**src/hdl/dmmci_pkg.sv**
```systemverilog
// dmmci_pkg: shared constants and types for the multimeter command interpreter.
// assumes a word-serial front end has already decoded commands into opcodes.
`default_nettype none
package dmmci_pkg;
  // command opcodes delivered by the word-serial decoder
  typedef enum logic [3:0] {
    DMMCI_CMD_NONE      = 4'h0,
    DMMCI_CMD_TRIG_READ = 4'h1,
    DMMCI_CMD_ZERO      = 4'h2,
    DMMCI_CMD_OPC       = 4'h3,
    DMMCI_CMD_OPC_QRY   = 4'h4,
    DMMCI_CMD_PUD_STORE = 4'h5,
    DMMCI_CMD_PUD_QRY   = 4'h6,
    DMMCI_CMD_RESET     = 4'h7,
    DMMCI_CMD_SRE_WR    = 4'h8,
    DMMCI_CMD_SRE_QRY   = 4'h9
  } dmmci_cmd_type;

  // response kinds placed in the output queue
  typedef enum logic [2:0] {
    DMMCI_RSP_READING  = 3'h0,
    DMMCI_RSP_OPEN     = 3'h1,
    DMMCI_RSP_OVERLOAD = 3'h2,
    DMMCI_RSP_INTEGER  = 3'h3,
    DMMCI_RSP_PUD_BYTE = 3'h4
  } dmmci_rsp_type;

  // control states of the interpreter
  typedef enum logic [2:0] {
    DMMCI_ST_IDLE   = 3'b000,
    DMMCI_ST_ACQ    = 3'b001,
    DMMCI_ST_ZERO   = 3'b010,
    DMMCI_ST_OPCW   = 3'b011,
    DMMCI_ST_PUDWR  = 3'b100,
    DMMCI_ST_PUDRD  = 3'b101
  } dmmci_state_type;

  localparam int          DMMCI_SRE_W        = 8;
  localparam int          DMMCI_SRE_MAX      = 255;     // highest legal enable value
  localparam int          DMMCI_SRE_RQS_BIT  = 6;
  localparam int          DMMCI_SRE_ESB_BIT  = 5;
  localparam int          DMMCI_SRE_MAV_BIT  = 4;
  localparam logic [7:0]  DMMCI_SRE_USED     = 8'h70;   // bits 6,5,4 implemented
  localparam logic [7:0]  DMMCI_SRE_RST      = 8'h00;
  localparam int          DMMCI_ESR_OPC_BIT  = 0;       // operation complete
  localparam int          DMMCI_ESR_EXE_BIT  = 4;       // execution error
  localparam logic [15:0] DMMCI_INT_ZERO     = 16'h0000;
  localparam logic [15:0] DMMCI_INT_ONE      = 16'h0001;
  localparam logic [15:0] DMMCI_DATA_RST     = 16'h0000;
  localparam logic [7:0]  DMMCI_BYTE_RST     = 8'h00;
endpackage : dmmci_pkg
`default_nettype wire

```
**src/hdl/dmmci_pud_if.sv**
```systemverilog
// dmmci_pud_if: carries user-data store requests between interpreter and store.
// assumes both ends share mclk.
`default_nettype none
interface dmmci_pud_if #(parameter int AW = 6);
  logic          wr_en;    // write one byte
  logic [AW-1:0] addr;     // byte index
  logic [7:0]    wdata;    // byte to write
  logic [7:0]    rdata;    // byte at addr
  modport ctrl  (output wr_en, output addr, output wdata, input rdata);
  modport store (input wr_en, input addr, input wdata, output rdata);
endinterface : dmmci_pud_if
`default_nettype wire

```
**src/hdl/dmmci_pud_store.sv**
```systemverilog
// dmmci_pud_store: user-data byte store kept in flip-flops.
// assumes the array stands for non-volatile storage, so reset does not touch it.
`default_nettype none
module dmmci_pud_store
  import dmmci_pkg::*;
#(
  parameter int DEPTH = 64   // bytes of user area
) (
  input wire logic   mclk,   // module clock
  dmmci_pud_if.store bus     // byte port from interpreter
);
  logic [7:0] mem_r [DEPTH];  // storage, survives reset on purpose

  // byte write, the contents outlive any reset command
  always_ff @(posedge mclk) begin
    if (bus.wr_en) begin
      mem_r[bus.addr] <= bus.wdata;
    end
  end

  assign bus.rdata = mem_r[bus.addr];
endmodule : dmmci_pud_store
`default_nettype wire

```
**src/hdl/dmmci_top.sv**
```systemverilog
// dmmci_top: command and status interpreter of the multimeter module.
// assumes opcodes arrive one cycle at a time from a word-serial decoder, and the
// measurement front end answers acquire and zero requests with done pulses.
`default_nettype none
module dmmci_top
  import dmmci_pkg::*;
#(
  parameter int PUD_DEPTH = 64,   // user-data bytes available
  parameter int DIAG_W    = 16    // width of one diagnostic code
) (
  input  wire logic                 mclk,             // module clock, 100 MHz
  input  wire logic                 rst_n,            // async power-on reset, active low
  input  wire logic                 cmd_valid,        // opcode strobe, one cycle
  input  wire dmmci_cmd_type        cmd_op,           // decoded command
  input  wire logic [15:0]          cmd_arg,          // integer arg or block length
  input  wire logic                 pud_byte_valid,   // one block byte strobe
  input  wire logic [7:0]           pud_byte,         // block byte
  input  wire logic                 pud_protect,      // user-data write protection
  input  wire logic                 autorange,        // autorange selected
  input  wire logic                 ac_func,          // ac function selected
  input  wire logic                 trig_ext_sel,     // trigger source set to external
  input  wire logic                 meas_done,        // acquisition finished pulse
  input  wire logic [15:0]          meas_value,       // acquired reading
  input  wire logic                 meas_open,        // input disconnected
  input  wire logic                 meas_overload,    // input in overload
  input  wire logic                 zero_done,        // zeroing finished pulse
  input  wire logic                 zero_err,         // zeroing found errors
  input  wire logic [DIAG_W-1:0]    zero_code,        // error code from zeroing
  input  wire logic [7:0]           esr_other,        // event bits owned elsewhere
  input  wire logic                 rsp_ack,          // commander took the response
  output logic                      busy,             // operation pending
  output logic                      meas_start,       // acquire pulse
  output logic                      block_abort,      // end block measurement pulse
  output logic                      zero_start,       // zeroing pulse
  output logic                      trigger_source_select, // 0 internal_system_trigger
  output logic                      diag_push,        // diagnostic_error_queue_query push
  output logic [DIAG_W-1:0]         diag_code,        // pushed code
  output logic                      exec_err,         // execution error pulse
  output logic [7:0]                esr_bits,         // opc and exe event bits, sticky
  output logic [7:0]                service_request_enable, // enable register
  output logic [7:0]                status_byte,      // assembled status byte
  output logic                      rsp_valid,        // response waiting
  output dmmci_rsp_type             rsp_kind,         // response kind
  output logic [15:0]               rsp_data,         // response value
  output logic                      inst_reset        // power-on-state pulse to instrument
);
  localparam int AW = $clog2(PUD_DEPTH);
  localparam logic [15:0] PUD_LEN = 16'(PUD_DEPTH);

  dmmci_state_type state_r;          // control state
  logic [15:0]     cnt_r;            // user-data byte counter
  logic [15:0]     len_r;            // user-data block length
  logic            opc_qry_r;        // waiting opc is the query form
  logic            err_nxt;          // execution error this cycle
  logic            soft_rst;         // reset command taken

  dmmci_pud_if #(.AW(AW)) pud ();

  dmmci_pud_store #(.DEPTH(PUD_DEPTH)) u_store (
    .mclk (mclk),
    .bus  (pud)
  );

  assign soft_rst = cmd_valid && cmd_op == DMMCI_CMD_RESET && state_r == DMMCI_ST_IDLE;

  // refusals, and open-input readings in an acquisition, that raise an execution error
  always_comb begin
    err_nxt = 1'b0;
    if (cmd_valid && state_r == DMMCI_ST_IDLE) begin
      case (cmd_op)
        DMMCI_CMD_ZERO:      err_nxt = autorange || ac_func;
        DMMCI_CMD_PUD_STORE: err_nxt = pud_protect || cmd_arg > PUD_LEN;
        DMMCI_CMD_SRE_WR:    err_nxt = cmd_arg > 16'(DMMCI_SRE_MAX);
        default:             err_nxt = 1'b0;
      endcase
    end
    if (state_r == DMMCI_ST_ACQ && meas_done && meas_open) begin
      err_nxt = 1'b1;
    end
  end

  // user-data port, writes only in a store block
  assign pud.wr_en = state_r == DMMCI_ST_PUDWR && pud_byte_valid;
  assign pud.addr  = cnt_r[AW-1:0];
  assign pud.wdata = pud_byte;

  // command sequencer
  always_ff @(posedge mclk or negedge rst_n) begin
    if (!rst_n) begin
      state_r   <= DMMCI_ST_IDLE;
      cnt_r     <= 16'h0000;
      len_r     <= 16'h0000;
      opc_qry_r <= 1'b0;
    end else begin
      case (state_r)
        DMMCI_ST_IDLE: begin
          cnt_r <= 16'h0000;
          if (cmd_valid && !err_nxt) begin
            case (cmd_op)
              DMMCI_CMD_TRIG_READ: state_r <= DMMCI_ST_ACQ;
              DMMCI_CMD_ZERO:      state_r <= DMMCI_ST_ZERO;
              DMMCI_CMD_PUD_STORE: begin
                len_r   <= cmd_arg;
                state_r <= (cmd_arg == 16'h0000) ? DMMCI_ST_IDLE : DMMCI_ST_PUDWR;
              end
              DMMCI_CMD_PUD_QRY:   state_r <= DMMCI_ST_PUDRD;
              default:             state_r <= DMMCI_ST_IDLE;  // single-cycle commands
            endcase
          end
        end
        DMMCI_ST_ACQ:  if (meas_done) state_r <= DMMCI_ST_IDLE;
        DMMCI_ST_ZERO: if (zero_done) state_r <= DMMCI_ST_IDLE;
        DMMCI_ST_PUDWR: begin
          if (pud_byte_valid) begin
            cnt_r <= cnt_r + 16'h0001;
            if (cnt_r + 16'h0001 == len_r) state_r <= DMMCI_ST_IDLE;
          end
        end
        DMMCI_ST_PUDRD: begin
          // one byte per acknowledged response, whole area returned
          if (rsp_ack) begin
            cnt_r <= cnt_r + 16'h0001;
            if (cnt_r + 16'h0001 == PUD_LEN) state_r <= DMMCI_ST_IDLE;
          end
        end
        default: state_r <= DMMCI_ST_IDLE;
      endcase
      // opc latch: taken even while busy, answered once idle
      if (cmd_valid && (cmd_op == DMMCI_CMD_OPC || cmd_op == DMMCI_CMD_OPC_QRY)) begin
        opc_qry_r <= cmd_op == DMMCI_CMD_OPC_QRY;
      end
    end
  end

  // pending opc flag kept apart so sequencing stays simple
  logic opc_pend_r;  // opc waiting for idle
  always_ff @(posedge mclk or negedge rst_n) begin
    if (!rst_n) begin
      opc_pend_r <= 1'b0;
    end else if (cmd_valid && (cmd_op == DMMCI_CMD_OPC || cmd_op == DMMCI_CMD_OPC_QRY)) begin
      opc_pend_r <= 1'b1;
    end else if (state_r == DMMCI_ST_IDLE) begin
      opc_pend_r <= 1'b0;
    end
  end

  // front-end strobes and busy flag
  always_ff @(posedge mclk or negedge rst_n) begin
    if (!rst_n) begin
      meas_start  <= 1'b0;
      block_abort <= 1'b0;
      zero_start  <= 1'b0;
      busy        <= 1'b0;
      inst_reset  <= 1'b0;
    end else begin
      meas_start  <= state_r == DMMCI_ST_IDLE && cmd_valid && !err_nxt &&
                     cmd_op == DMMCI_CMD_TRIG_READ && !trig_ext_sel;
      block_abort <= state_r == DMMCI_ST_IDLE && cmd_valid &&
                     cmd_op == DMMCI_CMD_TRIG_READ;
      zero_start  <= state_r == DMMCI_ST_IDLE && cmd_valid && !err_nxt &&
                     cmd_op == DMMCI_CMD_ZERO;
      busy        <= state_r != DMMCI_ST_IDLE;
      inst_reset  <= soft_rst;
    end
  end

  // trigger source: trig_ext_sel one cycle late; internal at power-on and for one cycle on a reset command
  always_ff @(posedge mclk or negedge rst_n) begin
    if (!rst_n) begin
      trigger_source_select <= 1'b0;
    end else if (soft_rst) begin
      trigger_source_select <= 1'b0;
    end else begin
      trigger_source_select <= trig_ext_sel;
    end
  end

  // zero errors go to the diagnostic queue
  // corrections live in the front end, untouched here
  always_ff @(posedge mclk or negedge rst_n) begin
    if (!rst_n) begin
      diag_push <= 1'b0;
      diag_code <= '0;
    end else begin
      diag_push <= state_r == DMMCI_ST_ZERO && zero_done && zero_err;
      diag_code <= zero_code;
    end
  end

  // execution error pulse and sticky event bits; a set beats the reset clear
  always_ff @(posedge mclk or negedge rst_n) begin
    if (!rst_n) begin
      exec_err <= 1'b0;
      esr_bits <= 8'h00;
    end else begin
      exec_err <= err_nxt;
      if (soft_rst) begin
        esr_bits <= 8'h00;
      end
      if (err_nxt) begin
        esr_bits[DMMCI_ESR_EXE_BIT] <= 1'b1;
      end
      if (opc_pend_r && !opc_qry_r && state_r == DMMCI_ST_IDLE) begin
        esr_bits[DMMCI_ESR_OPC_BIT] <= 1'b1;
      end
    end
  end

  // service request enable register; only bits 6,5,4 are held
  always_ff @(posedge mclk or negedge rst_n) begin
    if (!rst_n) begin
      service_request_enable <= DMMCI_SRE_RST;
    end else if (soft_rst) begin
      service_request_enable <= DMMCI_SRE_RST;
    end else if (cmd_valid && cmd_op == DMMCI_CMD_SRE_WR && !err_nxt &&
                 state_r == DMMCI_ST_IDLE) begin
      service_request_enable <= cmd_arg[7:0] & DMMCI_SRE_USED;
    end
  end

  // status byte: event bit 0 to bit 0, event bits 2..7 to bits 1..6, enable bit 5 to bit 7
  always_ff @(posedge mclk or negedge rst_n) begin
    if (!rst_n) begin
      status_byte <= 8'h00;
    end else begin
      status_byte <= {service_request_enable[DMMCI_SRE_ESB_BIT],
                      (esr_other[7:2] | esr_bits[7:2]),
                      (esr_other[0] | esr_bits[0])};
    end
  end

  // response register, held until acked
  always_ff @(posedge mclk or negedge rst_n) begin
    if (!rst_n) begin
      rsp_valid <= 1'b0;
      rsp_kind  <= DMMCI_RSP_INTEGER;
      rsp_data  <= DMMCI_DATA_RST;
    end else begin
      if (rsp_ack) begin
        rsp_valid <= 1'b0;
      end
      if (state_r == DMMCI_ST_ACQ && meas_done) begin
        rsp_valid <= 1'b1;
        rsp_data  <= meas_value;
        if (meas_open) begin
          rsp_kind <= DMMCI_RSP_OPEN;
        end else if (meas_overload) begin
          rsp_kind <= DMMCI_RSP_OVERLOAD;
        end else begin
          rsp_kind <= DMMCI_RSP_READING;
        end
      end else if (state_r == DMMCI_ST_ZERO && zero_done) begin
        rsp_valid <= 1'b1;
        rsp_kind  <= DMMCI_RSP_INTEGER;
        rsp_data  <= zero_err ? DMMCI_INT_ONE : DMMCI_INT_ZERO;
      end else if (opc_pend_r && opc_qry_r && state_r == DMMCI_ST_IDLE) begin
        rsp_valid <= 1'b1;
        rsp_kind  <= DMMCI_RSP_INTEGER;
        rsp_data  <= DMMCI_INT_ONE;
      end else if (cmd_valid && cmd_op == DMMCI_CMD_SRE_QRY && state_r == DMMCI_ST_IDLE) begin
        rsp_valid <= 1'b1;
        rsp_kind  <= DMMCI_RSP_INTEGER;
        // bit 6 never read back, so answers stay inside 0..63 or 128..191
        rsp_data  <= {8'h00, service_request_enable &
                     ~(8'h01 << DMMCI_SRE_RQS_BIT)};
      end else if (state_r == DMMCI_ST_PUDRD && !rsp_valid) begin
        rsp_valid <= 1'b1;
        rsp_kind  <= DMMCI_RSP_PUD_BYTE;
        rsp_data  <= {8'h00, pud.rdata};
      end
    end
  end
endmodule : dmmci_top
`default_nettype wire

```
**config.mk**
```make
export PLATFORM = sky130hd
export DESIGN_NAME = dmmci_top
export DESIGN_NICKNAME = d
export VERILOG_FILES = /design/src/hdl/dmmci_pkg.sv /design/src/hdl/dmmci_pud_if.sv /design/src/hdl/dmmci_pud_store.sv /design/src/hdl/dmmci_top.sv
export SDC_FILE = /design/constraint.sdc
export NUM_CORES = 1
export LEC_CHECK = 0
export BUFFER_PORTS_ARGS = -buffer_cell sky130_fd_sc_hd__clkbuf_2
export CAP_MARGIN = 10
export CELL_PAD_IN_SITES_DETAIL_PLACEMENT = 0
export CELL_PAD_IN_SITES_GLOBAL_PLACEMENT = 2
export CORE_MARGIN = 2
export CORE_UTILIZATION = 40
export CTS_BUF_LIST = sky130_fd_sc_hd__clkbuf_4 sky130_fd_sc_hd__clkbuf_8
export DETAILED_ROUTE_END_ITERATION = 10
export GPL_ROUTABILITY_DRIVEN = 0
export GPL_TIMING_DRIVEN = 0
export PLACE_DENSITY_LB_ADDON = 0.1
export SYNTH_ARGS = -nofsm -noshare
export SYNTH_HDL_FRONTEND = slang
export SYNTH_SLANG_ARGS = --single-unit
```
**constraint.sdc**
```tcl
create_clock -name mclk -period 6.45 [get_ports mclk]
set_clock_uncertainty 0.05 [all_clocks]
set_input_delay 0.645 -clock mclk [delete_from_list [all_inputs] [get_ports mclk]]
set_output_delay 0.645 -clock mclk [all_outputs]
set_load 0.02 [all_outputs]
```
==> impl_metrics.sql <==
INSERT INTO impl_metrics (metric_group, metric, value, unit) VALUES
('outcome', 'status', 'finished clean', ''),
('cells_and_area', 'final_nets', '1922', ''),
('drt', 'wl', '87.8', 'mm'),
('setup_path', 'critical_setup_path_class', 'reg2reg', ''),
('cells_and_area', 'areaGrowthSynthToFinish', '17.5', '%'),
('grt', 'grt-ovfl-total', '0', ''),
('pwr', 'power.switching', '4.62', 'mW'),
('clocking', 'clkTransAtPathRegs', '0.06', 'ns'),
('synthesis', 'post_synth_edffs', '512', ''),
('synthesis', 'synthArstFlopShare', '15.5', '%'),
('drt', 'antenna_violating_nets_post_route', '0', ''),
('synthesis', 'distinct_cell_type_count_of_the_synthesized_netlist', '77', ''),
('grt', 'grt_pass1_wl', '122', 'mm'),
('drt', 'route.detailed.drc', '0', ''),
('pwr', 'power_frac_clock', '28.8', '%'),
('clocking', 'cts_setup_buffers', '0', ''),
('setup_path', 'cp.required', '6.73', 'ns'),
('grt', 'global_route.usage.total', '28.2', '%'),
('placed_design', 'buffer_ports.inserted', '136', ''),
('worst_hold_path', 'hold_class', 'in2reg', ''),
('drt', 'drt-wirelength-per-cell', '32.6', 'µm'),
('timing', 'worstMarginPinSlew', '1.44', 'ns'),
('setup_path', 'cell_occurring_most_often_along_the_worst_timing_path', 'sky130_fd_sc_hd__buf_1', ''),
('floorplanning', 'initial_core_util', '40.5', '%'),
('floorplanning', 'die_height', '249', 'µm'),
('timing', 'fin_crit', '5.90', 'ns'),
('synthesis', 'yosysWarningCount', '0', ''),
('synthesis', 'yosysTopAreaCell', 'sky130_fd_sc_hd__edfxtp_1', ''),
('timing', 'setup_tns', '0', 'ns'),
('clocking', 'cts-buffers-inserted', '102', ''),
('synthesis', 'synthDominantCellAreaShare', '64.2', '%'),
('flow_run', 'drv.max_cap_violation_count', '0', ''),
('clocking', 'htreeDepth', '3', ''),
('drt', 'detail_route.vias_per_cell', '5.98', ''),
('pwr', 'sequentialPowerShare', '38.0', '%'),
('floorplanning', 'floorplan.die.width', '249', 'µm'),
('synthesis', 'syn_area', '0.0240', 'mm²'),
('synthesis', 'syn-instance-count', '1555', ''),
('synthesis', 'synth.yosys.seq_area_share', '74.0', '%'),
('floorplanning', 'fp.coreArea', '0.0591', 'mm²'),
('cells_and_area', 'fraction_of_layout_cells_with_a_size_suffix_above_1', '21.5', '%'),
('synthesis', 'avgSynthCellArea', '15.4', 'µm²'),
('setup_path', 'cp-start-kind', 'register', ''),
('grt', 'largest_net_degree_at_the_start_of_global_routing', '65', ''),
('setup_path', 'slowest_delay', '0.99', 'ns'),
('floorplanning', 'pin_count', '150', ''),
('placed_design', 'place_inst', '2483', ''),
('floorplanning', 'design.die.area', '0.0619', 'mm²'),
('clocking', 'tritoncts', 'done', ''),
('setup_path', 'critPathArrivalTime', '6.18', 'ns'),
('cells_and_area', 'finalNonFillerCells', '2696', ''),
('cells_and_area', 'final_core_utilization', '47.6', '%'),
('pwr', 'swShare', '38.3', '%'),
('setup_path', 'path_buf_inv', '4', ''),
('drt', 'dr_total_vias', '16128', ''),
('drt', 'first_drt_pass_iteration_count', '6', ''),
('drt', 'drt_first_iter_violations', '1985', ''),
('setup_path', 'critPathTopFamily', 'buffers and inverters', ''),
('clocking', 'cts_root_cell', 'sky130_fd_sc_hd__clkbuf_8', ''),
('clocking', 'clock-sinks', '606', ''),
('clocking', 'postCtsResizedCells', '0', ''),
('setup_path', 'worstPathMaxFanout', '10', ''),
('pwr', 'p_leak', '9.83', 'nW'),
('setup_path', 'critPathSlowestCell', 'sky130_fd_sc_hd__buf_1', ''),
('setup_path', 'cp-end-kind', 'register', ''),
('pwr', 'pwr-share-comb', '33.2', '%'),
('placed_design', 'dp_hpwl', '56.9', 'mm'),
('timing', 'fmax', '0.170', 'GHz'),
('pwr', 'power.density_cell_area', '429', 'mW/mm²'),
('pwr', 'vdd_ir_drop_max', '0.209', 'mV'),
('synthesis', 'synth-seq-cells', '606', '');
[kinds of logic (layout without fill, tap and decap cells)]
logic type | count (synthesis) | after routing | synth area share (%)
flip-flops | 606 | 606 | 74.0
other | 1 | 15 | 0.0156
buffers and inverters | 134 | 488 | 2.57
XOR/XNOR | 22 | 22 | 0.804
multiplexers | 50 | 50 | 2.43
adder cells (fa/ha/maj) | 1 | 1 | 0.0522
AND/OR/NAND/NOR | 347 | 347 | 7.84
AO/OA/AOI/OAI | 394 | 394 | 12.3
[power by group through the flow]
stage,combinational [mW],sequential (mW),clock [mW]
6_report,4.02,4.59,3.48
5_1_grt,4.14,4.62,3.66
4_1_cts,3.94,4.59,3.50
3_5_place_dp,3.92,4.67,0
3_3_place_gp,3.89,4.67,0
2_1_floorplan,1.89,4.72,0
[state kept, by name (all words and copies together), names as in the netlist, 2 cells and up]
| signal | count |
|---|---|
| cnt_r | 16 |
| diag_code | 16 |
| esr_bits | 2 |
| len_r | 16 |
| rsp_data | 16 |
| rsp_kind | 3 |
| service_request_enable | 3 |
| state_r | 3 |
| status_byte | 8 |
| u_store.mem_r | 512 |
[cells in the final DEF (no fill, tap or decap), types with 12 or more instances in the layout]
cell type / netlist / layout
sky130_fd_sc_hd__buf_1: 13 / 12
sky130_fd_sc_hd__clkbuf_1: 46 / 46
sky130_fd_sc_hd__mux2i_1: 29 / 29
sky130_fd_sc_hd__a21oi_1: 30 / 30
sky130_fd_sc_hd__and2_1: 19 / 19
sky130_fd_sc_hd__edfxtp_1: 512 / 512
sky130_fd_sc_hd__nor2_1: 108 / 108
sky130_fd_sc_hd__dlygate4sd3_1: 0 / 22
sky130_fd_sc_hd__buf_4: 17 / 17
sky130_fd_sc_hd__nand2_1: 62 / 62
sky130_fd_sc_hd__clkinv_1: 0 / 23
sky130_fd_sc_hd__a31oi_1: 28 / 28
sky130_fd_sc_hd__buf_2: 38 / 39
sky130_fd_sc_hd__clkbuf_4: 0 / 37
sky130_fd_sc_hd__mux2_2: 16 / 16
sky130_fd_sc_hd__xor2_1: 12 / 12
sky130_fd_sc_hd__nand4_1: 18 / 18
sky130_fd_sc_hd__o21ai_0: 38 / 38
sky130_fd_sc_hd__dfrtp_1: 92 / 92
sky130_fd_sc_hd__o31ai_1: 12 / 12
sky130_fd_sc_hd__inv_1: 18 / 18
sky130_fd_sc_hd__clkbuf_2: 2 / 137
sky130_fd_sc_hd__a22oi_1: 125 / 125
sky130_fd_sc_hd__nand3_1: 26 / 26
sky130_fd_sc_hd__nor2b_1: 15 / 15
sky130_fd_sc_hd__a221oi_1: 31 / 31
sky130_fd_sc_hd__a22o_1: 36 / 36
sky130_fd_sc_hd__clkbuf_8: 0 / 114
[Yosys cell counts, drive strengths merged, types with 7 or more instances]
master     n
edfxtp   512
a22oi    125
nor2     108
dfrtp     92
buf       68
nand2     62
clkbuf    48
o21ai     39
a22o      36
a221oi    31
a21oi     30
mux2i     29
a31oi     28
nand3     26
and2      20
nand4     20
inv       18
mux2      16
nor2b     15
nor3      12
o31ai     12
xor2      12
and4      11
a221o     10
nor4      10
nor4b     10
xnor2     10
a2111oi    9
o2bb2ai    9
and3       8
a222oi     7
a31o       7
nand2b     7
[stage by stage]
step / cell area, µm² / power [mW] / worst slack (ns)
finish: 28200 / 12.1 / 0.551
global route: 28200 / 12.4 / 0.656
CTS: 28100 / 12.0 / 0.782
detailed placement: 25800 / 8.59 / 0.842
global placement: 25600 / 8.56 / 0.801
floorplan: 24000 / 6.62 / 3.83
[final cells by class]
class / instances / area, µm²
fill: 5242 / 31000
sequential: 606 / 17700
multi-input combinational: 825 / 5660
clock buffer: 150 / 1840
timing repair buffer: 170 / 1130
tap: 773 / 967
buffer: 116 / 551
clock inverter: 34 / 204
inverter: 18 / 67.6
antenna: 4 / 10.0
[worst paths after layout]
path                                            from                   end  slack (ns)  cells past startpoint
setup / recovery                            cnt_r[0]  u_store.mem_r[29][7]        0.55                      7
hold / removal                          trig_ext_sel            meas_start        0.06                      2
setup reg to reg                            cnt_r[0]  u_store.mem_r[29][7]        0.55                      7
hold reg to reg            service_request_enable[5]        status_byte[7]        0.42                      0
max in group asynchronous                      rst_n           rsp_kind[0]        5.19                      3
min in group asynchronous                      rst_n              len_r[9]        0.41                      2
[layer usage]
metal / vias to the layer above / track usage (%) / wire [µm]
met5: - / 0 / 0
met1: 8320 / 39.0 / 36900
met4: 0 / 10.9 / 3270
met3: 176 / 5.49 / 7310
li1: 6791 / - / -
met2: 841 / 44.3 / 40400
[what timing repair did]
item | 4_1_cts | 5_1_grt
endpoints found under the setup margin | 0 | 0
endpoints found under the hold margin | 52 | 0
hold buffers | 22 | 0
Power figures use the tool's default switching activity.
